`src/hw/tcm_regs.svh`:
```
// register indices, field positions, reset values and timing figures of the timer
`ifndef TCM_REGS_SVH
`define TCM_REGS_SVH

// register indices; byte address is four times the index
`define TCM_IDX_CMP_LO     6'h10
`define TCM_IDX_CMP_HI     6'h11
`define TCM_IDX_CAP_LO     6'h12
`define TCM_IDX_CAP_HI     6'h13
`define TCM_IDX_CTL        6'h14
`define TCM_IDX_SYSCFG     6'h15
`define TCM_IDX_COUNT      6'h16
`define TCM_IDX_NONE       6'h3f

// reset values
`define TCM_RST_TREG       16'hffff
`define TCM_RST_CTL        8'h00
`define TCM_RST_SYSCFG     2'h0

// run field codes
`define TCM_RUN_STOP       2'h0
`define TCM_RUN_CMD        2'h1
`define TCM_RUN_FALL       2'h3

// source clock codes
`define TCM_CK_SLOW        2'h0
`define TCM_CK_DIV7        2'h1
`define TCM_CK_DIV3        2'h2
`define TCM_CK_PIN         2'h3

// syscfg field positions
`define TCM_SYS_TAP        0
`define TCM_SYS_LOWSPEED   1

// prescaler widths: fc/2^11, fc/2^7, fc/2^3 and fs/2^3
`define TCM_PRESC_W        11
`define TCM_DIV7_W         7
`define TCM_DIV3_W         3
`define TCM_FSDIV_W        3

`endif

```
`src/hw/tcm_pkg.sv`:
```
// types shared by the timer counter block
package tcm_pkg;

    // operating mode field
    typedef enum logic [1:0] {
        TCM_MODE_TIMER  = 2'h0,
        TCM_MODE_WINDOW = 2'h1,
        TCM_MODE_PULSE  = 2'h2,
        TCM_MODE_PPG    = 2'h3
    } tcm_mode_e;

    // control register layout, bit 7 down to bit 0
    typedef struct packed {
        logic      output_flipflop_init;
        logic      auto_capture_enable;
        logic [1:0] run_edge_control;
        logic [1:0] source_clock_select;
        tcm_mode_e operating_mode_select;
    } tcm_ctl_s;

    // whole state of the timer
    typedef struct packed {
        tcm_ctl_s    ctl;
        logic [1:0]  sys_cfg;
        logic [15:0] cmp_act;
        logic [7:0]  cmp_lo;
        logic [7:0]  cmp_hi;
        logic        cmp_pend;
        logic [15:0] cap_act;
        logic [7:0]  cap_lo;
        logic [7:0]  cap_hi;
        logic        cap_pend;
        logic [15:0] cnt;
        logic        match;
        logic [10:0] presc;
        logic [1:0]  lf_sync;
        logic        lf_prev;
        logic [2:0]  lf_div;
        logic [1:0]  pin_sync;
        logic        pin_prev;
        logic        dp_wr;
        logic [5:0]  dp_idx;
        logic [31:0] rdata;
    } tcm_state_s;

endpackage : tcm_pkg

```
`src/hw/tcm_timer.sv`:
```
// 16-bit timer counter with AHB-Lite register slave, timer mode and auto-capture
// Operation
// RL1: counter and timer registers 16 bits, byte access
// RL2: stop code halts and zeroes the counter
// RL3: capture register writable only in pulse-output mode
// RL4: command start counts at once in timer mode
// RL5: edge setting picks start or counting edge; code counts only on command start, falling code picks pin edge
// RL6: codes select fc/128, fc/8 or the pin
// RL7: code 00 gives fc/2048 or fs/8
// RL8: mode field picks timer, window, pulse, pulse-output
// RL9: upper byte write loads value at next tick
// RL10: software writes lower byte then upper byte
// RL11: software changes setup only while stopped
// RL12: software sets flip-flop state before first start
// RL13: auto-capture only in timer, event, window modes; the code captures in timer mode only
// RL14: software keeps compare above one
// RL15: software keeps flip-flop bit zero outside pulse-output
// RL16: software writes second register after pulse-output selected
// RL17: stop power entry forces run field to stop
// RL18: software reads capture only while capture runs
// RL19: capture copies each tick; first read waits
// RL20: match raises interrupt, clears counter, resumes
// RL21: timer mode capture copies the running counter
//
// Added by the designer: the register addresses and the AHB-Lite interface to the registers.
`timescale 1ns/10ps
`include "tcm_regs.svh"

module tcm_timer (
    // clock and reset
    input  wire logic        CORE_CLK,
    input  wire logic        SYS_RST,
    // ahb-lite slave
    input  wire logic        HSEL,
    input  wire logic [31:0] HADDR,
    input  wire logic [1:0]  HTRANS,
    input  wire logic        HWRITE,
    input  wire logic [2:0]  HSIZE,
    input  wire logic [31:0] HWDATA,
    input  wire logic        HREADY,
    output logic      [31:0] HRDATA,
    output logic             HREADYOUT,
    output logic             HRESP,
    // external pins, asynchronous
    input  wire logic        COUNT_INPUT_PIN,
    input  wire logic        LOW_FREQ_CLK,
    // power controller, same clock
    input  wire logic        STOP_ENTRY,
    // event output
    output logic             MATCH_INTERRUPT
);

    ////////////////////////////////////////////////////////////////////////////
    // state and decoded helpers

    tcm_pkg::tcm_state_s st_reg;   // all registered state
    tcm_pkg::tcm_state_s st_next;  // next value of the state

    logic        running;          // timer mode, command start
    logic        src_tick;         // one cycle per source clock edge
    logic        pin_edge;         // selected edge of the count pin
    logic        lf_rise;          // rising edge of the low-frequency clock
    logic        addr_ok;          // address phase accepted
    logic        mapped;           // address lands on a register
    logic        cap_copy;         // auto-capture takes the counter this tick
    logic [5:0]  wr_idx;           // register being written in data phase
    logic        wr_en;            // data phase of a write
    logic [7:0]  wr_byte;          // written byte, low lane

    assign running = (st_reg.ctl.run_edge_control == `TCM_RUN_CMD) &&
                     (st_reg.ctl.operating_mode_select == tcm_pkg::TCM_MODE_TIMER); // RL4 RL8
    assign lf_rise  = st_reg.lf_sync[1] & ~st_reg.lf_prev;
    assign addr_ok  = HSEL & HTRANS[1] & HREADY;
    assign mapped   = (HADDR[31:8] == 24'h000000) && (HADDR[1:0] == 2'h0) &&
                      (HADDR[7:2] >= `TCM_IDX_CMP_LO) && (HADDR[7:2] <= `TCM_IDX_COUNT);
    assign wr_en    = st_reg.dp_wr;
    assign wr_idx   = st_reg.dp_idx;
    assign wr_byte  = HWDATA[7:0];
    // capture runs only in timer mode while counting; running already excludes window mode
    assign cap_copy = src_tick && running && st_reg.ctl.auto_capture_enable &&
                      ((st_reg.ctl.operating_mode_select == tcm_pkg::TCM_MODE_TIMER) ||
                       (st_reg.ctl.operating_mode_select == tcm_pkg::TCM_MODE_WINDOW)); // RL13

    ////////////////////////////////////////////////////////////////////////////
    // source clock selection

    // rising edge unless the run field asks for the falling one
    always_comb begin
        if (st_reg.ctl.run_edge_control == `TCM_RUN_FALL) begin
            pin_edge = ~st_reg.pin_sync[1] & st_reg.pin_prev; // RL5
        end else begin
            pin_edge = st_reg.pin_sync[1] & ~st_reg.pin_prev; // RL5
        end
    end

    // fast taps are not available when the core runs on the slow clock
    always_comb begin
        case (st_reg.ctl.source_clock_select)
            `TCM_CK_SLOW: begin
                if (st_reg.sys_cfg[`TCM_SYS_TAP] || st_reg.sys_cfg[`TCM_SYS_LOWSPEED]) begin
                    src_tick = lf_rise && (st_reg.lf_div == 3'h7); // RL7
                end else begin
                    src_tick = &st_reg.presc; // RL7
                end
            end
            `TCM_CK_DIV7: begin
                src_tick = (&st_reg.presc[`TCM_DIV7_W-1:0]) &&
                           !st_reg.sys_cfg[`TCM_SYS_LOWSPEED]; // RL6
            end
            `TCM_CK_DIV3: begin
                src_tick = (&st_reg.presc[`TCM_DIV3_W-1:0]) &&
                           !st_reg.sys_cfg[`TCM_SYS_LOWSPEED]; // RL6
            end
            default: begin
                src_tick = pin_edge; // RL6
            end
        endcase
    end

    ////////////////////////////////////////////////////////////////////////////
    // next state

    // order matters: tick loads use the old pending flags, so a buffer
    // write in the same cycle as a tick waits for the following tick
    always_comb begin
        st_next = st_reg;
        // prescaler and synchronisers; first stages feed only second stages
        st_next.presc    = st_reg.presc + 11'h001;
        st_next.lf_sync  = {st_reg.lf_sync[0], LOW_FREQ_CLK};
        st_next.lf_prev  = st_reg.lf_sync[1];
        st_next.pin_sync = {st_reg.pin_sync[0], COUNT_INPUT_PIN};
        st_next.pin_prev = st_reg.pin_sync[1];
        if (lf_rise) begin
            st_next.lf_div = st_reg.lf_div + 3'h1;
        end
        st_next.match = 1'b0;
        // double-buffered timer registers load on the source tick
        if (src_tick && st_reg.cmp_pend) begin
            st_next.cmp_act  = {st_reg.cmp_hi, st_reg.cmp_lo}; // RL9 RL1
            st_next.cmp_pend = 1'b0;
        end
        if (src_tick && st_reg.cap_pend) begin
            st_next.cap_act  = {st_reg.cap_hi, st_reg.cap_lo}; // RL9 RL1
            st_next.cap_pend = 1'b0;
        end
        // counting
        if (st_reg.ctl.run_edge_control == `TCM_RUN_STOP) begin
            st_next.cnt = 16'h0000; // RL2
        end else if (running && src_tick) begin
            if (st_reg.cnt == st_reg.cmp_act) begin
                st_next.cnt   = 16'h0000; // RL20
                st_next.match = 1'b1;     // RL20
            end else begin
                st_next.cnt = st_reg.cnt + 16'h0001; // RL20
            end
        end
        // capture copies the counter as it stood at the tick
        if (cap_copy) begin
            st_next.cap_act = st_reg.cnt; // RL21 RL19
        end
        // data phase of a register write
        if (wr_en) begin
            case (wr_idx)
                `TCM_IDX_CMP_LO: begin
                    st_next.cmp_lo = wr_byte; // RL9
                end
                `TCM_IDX_CMP_HI: begin
                    st_next.cmp_hi   = wr_byte;
                    st_next.cmp_pend = 1'b1; // RL9
                end
                `TCM_IDX_CAP_LO: begin
                    if (st_reg.ctl.operating_mode_select == tcm_pkg::TCM_MODE_PPG) begin
                        st_next.cap_lo = wr_byte; // RL3
                    end
                end
                `TCM_IDX_CAP_HI: begin
                    if (st_reg.ctl.operating_mode_select == tcm_pkg::TCM_MODE_PPG) begin
                        st_next.cap_hi   = wr_byte; // RL3
                        st_next.cap_pend = 1'b1;
                    end
                end
                `TCM_IDX_CTL: begin
                    st_next.ctl = tcm_pkg::tcm_ctl_s'(wr_byte); // RL8
                end
                `TCM_IDX_SYSCFG: begin
                    st_next.sys_cfg = wr_byte[1:0];
                end
                default: begin
                    st_next.sys_cfg = st_next.sys_cfg; // read-only or unmapped
                end
            endcase
        end
        // stop power entry overrides a software start in the same cycle
        if (STOP_ENTRY) begin
            st_next.ctl.run_edge_control = `TCM_RUN_STOP; // RL17
        end
        // bus phase tracking
        st_next.dp_wr  = addr_ok && HWRITE && mapped && (HSIZE == 3'h2);
        st_next.dp_idx = mapped ? HADDR[7:2] : `TCM_IDX_NONE;
        if (!addr_ok) begin
            st_next.dp_idx = `TCM_IDX_NONE;
        end
        // read data comes from the state after this cycle's write,
        // so a read right behind a control or syscfg write sees the new value
        if (addr_ok && !HWRITE) begin
            case (mapped ? HADDR[7:2] : `TCM_IDX_NONE)
                `TCM_IDX_CMP_LO: st_next.rdata = {24'h000000, st_next.cmp_act[7:0]};
                `TCM_IDX_CMP_HI: st_next.rdata = {24'h000000, st_next.cmp_act[15:8]};
                `TCM_IDX_CAP_LO: st_next.rdata = {24'h000000, st_next.cap_act[7:0]};
                `TCM_IDX_CAP_HI: st_next.rdata = {24'h000000, st_next.cap_act[15:8]};
                `TCM_IDX_CTL:    st_next.rdata = {24'h000000, st_next.ctl};
                `TCM_IDX_SYSCFG: st_next.rdata = {30'h00000000, st_next.sys_cfg};
                `TCM_IDX_COUNT:  st_next.rdata = {16'h0000, st_next.cnt};
                default:         st_next.rdata = 32'h00000000;
            endcase
        end
    end

    ////////////////////////////////////////////////////////////////////////////
    // state register

    // synchronous reset to constants only
    always_ff @(posedge CORE_CLK) begin
        if (SYS_RST) begin
            st_reg          <= '0;
            st_reg.ctl      <= tcm_pkg::tcm_ctl_s'(`TCM_RST_CTL);
            st_reg.sys_cfg  <= `TCM_RST_SYSCFG;
            st_reg.cmp_act  <= `TCM_RST_TREG;
            st_reg.cmp_lo   <= 8'hff;
            st_reg.cmp_hi   <= 8'hff;
            st_reg.cap_act  <= `TCM_RST_TREG;
            st_reg.cap_lo   <= 8'hff;
            st_reg.cap_hi   <= 8'hff;
            st_reg.dp_idx   <= `TCM_IDX_NONE;
        end else begin
            st_reg <= st_next;
        end
    end

    ////////////////////////////////////////////////////////////////////////////
    // outputs

    // zero-wait slave, always OKAY
    assign HREADYOUT       = 1'b1;
    assign HRESP           = 1'b0;
    assign HRDATA          = st_reg.rdata;
    assign MATCH_INTERRUPT = st_reg.match;
endmodule : tcm_timer

```
`config.mk`:
```
export PLATFORM = sky130hd
export DESIGN_NAME = tcm_timer
export DESIGN_NICKNAME = d
export VERILOG_FILES = /design/src/hw/tcm_pkg.sv /design/src/hw/tcm_timer.sv
export VERILOG_INCLUDE_DIRS = /design/src /design/src/hw
export SDC_FILE = /design/constraint.sdc
export NUM_CORES = 1
export LEC_CHECK = 0
export BUFFER_PORTS_ARGS = -buffer_cell sky130_fd_sc_hd__buf_2
export CORE_MARGIN = 1.5
export CORE_UTILIZATION = 30
export CTS_BUF_LIST = sky130_fd_sc_hd__clkbuf_8 sky130_fd_sc_hd__clkbuf_16
export DETAILED_ROUTE_END_ITERATION = 10
export PLACE_DENSITY = 0.48
export SYNTH_ARGS = -nofsm -noshare
export SYNTH_HDL_FRONTEND = slang
export SYNTH_SLANG_ARGS = --single-unit
```
`constraint.sdc`:
```
create_clock -name CORE_CLK -period 2.6 [get_ports CORE_CLK]
set_input_delay 0 -clock CORE_CLK [delete_from_list [all_inputs] [get_ports CORE_CLK]]
set_output_delay 0 -clock CORE_CLK [all_outputs]
set_load 0.01 [all_outputs]
```
==> metrics.md <==
| Metric | Value |
|---|---|
| Worst hold path class | `input pin to register` |
| Drt drc | `0` |
| 1st-pass router iterations | `4` |
| TNS Setup | `0 ps` |
| Synthesized area | `0.00633 mm^2` |
| Final Hold Viols | `0` |
| Internal power | `3810 uW` |
| Vias | `5218` |
| Main synth FF type | `dfxtp_1` |
| Num CTS Buffers | `17` |
| Commonest cells in the netlist | `dfxtp_1 (136), nand2_1 (70), nor2_1 (70)` |
| Post-route insts no fill | `1089` |
| Final worst-path setup slack | `115 ps` |
| Synth cell types | `64` |
| Main area contributors after synthesis | `dfxtp_1 (43%), mux2i_1 (4.6%), nand2_1 (4.2%)` |
| First-pass GRT wire length | `28800 um` |
| Max cap viols | `0` |
| Fin area | `0.00796 mm^2` |
| Net Sw Frac | `21.2%` |
| Std cell rows | `52` |
| Vias in the first global route | `4974` |
| Pwr Total | `4840 uW` |
| Antenna violations before repair | `0` |
| Compound-gate portion of the synthesized area | `11.7%` |
| Maximum vdd drop | `0.446 mV` |
| Max FO, Critical Path | `6` |
| CP Launch Type | `register` |
| Ports | `112` |
| Sw power | `1030 uW` |
| Clk Tree Root Cell | `clkbuf_16` |
| Largest family of logic cells by synthesized area | `simple AND/OR/NAND/NOR gates` |
| Synth Area in XOR/XNOR | `5.40%` |
| CTS tree | `yes` |
| Crit share post-route | `95.6%` |
| Most common cell on crit path | `buf_4` |
| Post-synthesis simple-gate area fraction | `26.3%` |
| Share of power burned in registers | `43.4%` |
| Max Transition Viols Final | `0` |
| Synth Instances | `702` |
| Fin nets | `891` |
| P per Cell Area | `608 mW/mm^2` |
| Post-synthesis mux area share | `4.58%` |
| WP data arrival | `2860 ps` |
| Die X | `148 um` |
| Grt ovf | `0` |
| Combinational power share | `3.2%` |
| Clk_lat worst skew | `430 ps` |
| Avg WL per Cell | `17.1 um` |
| Max FFs per register | `108` |
| Sequential element share of the synthesized area | `43.0%` |
| Area added between synthesis and finish | `25.8%` |
| Register bit total from synthesis | `136` |
| Final setup violation count | `0` |
| H-tree depth | `4` |
| Critical Path RT | `2970 ps` |
| Post-Synth Adder-Cell Area | `1.58%` |
| Count leader, synth | `dfxtp_1` |
| Pre-CTS setup slack | `-33.6 ps` |
| Slowest cell delay on critical path | `410 ps` |
| Initial Util | `30.9%` |
| Sequence of cells on the critical path | `ha_2 -> ha_1 -> nand2_1 -> o31ai_4 -> a221o_2 -> buf_4 -> nand3_1 -> buf_4 -> buf_4 -> nand2_1 -> a31oi_1 -> a22o_1 -> o21a_1` |
| Port Buffers | `68` |
| Gpl congestion | `0.869` |
| Clock net sink count | `136` |
| EDFF count, synth | `0` |
| CP max-delay cell | `a221o_2` |
| Layout cells sized above 1 | `24.2%` |
| Mean Syn Cell Area | `9.02 um^2` |
| Yosys warning total | `0` |
| Critical path class | `register to register` |
| Fin crit period | `2490 ps` |
| Routed WL | `18600 um` |
| Area of placed instances | `0.00704 mm^2` |
| Antenna Cells | `0` |
| CTS Buffer Depth | `2` |
| Clk pin slew, worst setup/hold paths | `60 ps` |
| Final HPWL DP | `13600 um` |
| Lkg Pwr | `0.00305 uW` |
| Max-slew headroom | `51.8%` |
| Ys async rst share | `0%` |
| Area of the core | `0.0205 mm^2` |
| GRT Resource Usage Total | `17.6%` |
| Die Span Y | `148 um` |
| Clock skew | `17.8 ps` |
| Vias per inst | `4.79` |
| Die area | `0.0220 mm^2` |
| Synth area leader | `dfxtp_1` |
| Starting DRT DRC Count | `357` |
| Critical path endpoint category | `register` |
| Slew @ Worst Pin | `720 ps` |
| Antenna violation net count after detailed routing | `0` |
| Post-Place Cells | `1034` |
| Run status | `finished clean` |
| Largest net degree at the start of global routing | `84` |
| Peak Freq | `402 MHz` |
| Clock power frac | `53.4%` |
| Post-synth top area share | `43.0%` |
critical path: cells and delay by family (launching register included):
kind,cells,cell delay (ps)
simple gates,3,240
buf+inv,3,450
flops,1,310
compound gates,5,1040
fa+ha+maj,2,380
power by group through the flow:
stage | registers (uW) | clock network (uW) | logic (uW)
finish | 2100 | 2580 | 156
global route | 2100 | 2720 | 173
CTS | 2100 | 2640 | 158
detailed placement | 2150 | 0 | 139
global placement | 2150 | 0 | 139
floorplan | 2140 | 0 | 80.2
what timing repair did:
action                                  4_1_cts  5_1_grt
endpoints found under the hold margin        42        0
endpoints found under the setup margin        6       24
cloned                                        0        1
hold buffers                                 16        0
pin swaps                                     1        9
gates resized for setup                       1       14
setup buffers                                 3        3
cells in the final DEF (no fill, tap or decap), types with 6 or more instances in the layout:
| master | n |
|---|---|
| nor4_1 | 6 |
| nor3_1 | 13 |
| nor2_1 | 69 |
| nand4_1 | 15 |
| buf_2 | 68 |
| or2_2 | 17 |
| ha_1 | 7 |
| dfxtp_1 | 135 |
| and2_1 | 6 |
| dlygate4sd3_1 | 16 |
| conb_1 | 19 |
| buf_4 | 50 |
| a31oi_1 | 8 |
| nand2_1 | 70 |
| o221ai_1 | 6 |
| xor2_1 | 10 |
| nand2b_1 | 18 |
| clkbuf_16 | 17 |
| nand3b_1 | 11 |
| a21oi_1 | 8 |
| a211o_1 | 24 |
| inv_1 | 8 |
| nand3_1 | 18 |
| xnor2_1 | 29 |
| o21ai_0 | 12 |
| nor2b_1 | 37 |
| mux2i_1 | 29 |
| a31oi_2 | 8 |
metal layers:
layer,vias to the layer above,track usage [%],part of all wire (%)
met4,0,4.85,1.4
met2,161,27.4,45
met1,2445,24.3,49
met3,18,4.23,4.9
li1,2594,-,-
met5,-,0,0
final cells by class:
type | count | area [um^2]
Inverter | 7 | 26.3
Clock buffer | 19 | 453
Sequential cell | 136 | 2720
Fill cell | 2107 | 12500
Multi-Input combinational cell | 507 | 3310
Tap cell | 270 | 338
Timing Repair Buffer | 137 | 936
Clock inverter | 13 | 178
logic make-up after synthesis:
logic type | count (synthesis)
compound gates | 99
xor+xnor | 39
fa+ha+maj | 8
buf+inv | 77
flops | 136
mux | 29
other cells | 2
simple gates | 312
path summary, 6_finish.rpt:
| check | from | to | slack (ps) | cells past startpoint |
|---|---|---|---|---|
| setup / recovery | st_reg[48] | HRDATA[5] | 110 | 13 |
| hold / removal | SYS_RST | st_reg[151] | 40 | 2 |
| setup reg to reg | st_reg[48] | HRDATA[5] | 110 | 13 |
| hold reg to reg | st_next[47] | st_next[45] | 440 | 1 |
metrics by stage:
| stage | utilization [%] | hold slack, ps |
|---|---|---|
| 2_1_floorplan | - | 79.3 |
| 3_3_place_gp | 34.3 | 207 |
| 3_5_place_dp | 34.3 | 215 |
| 4_1_cts | 38.4 | 14.4 |
| 5_1_grt | 38.8 | 58.9 |
| 6_report | 38.8 | 39.6 |
Power figures use the tool's default switching activity.
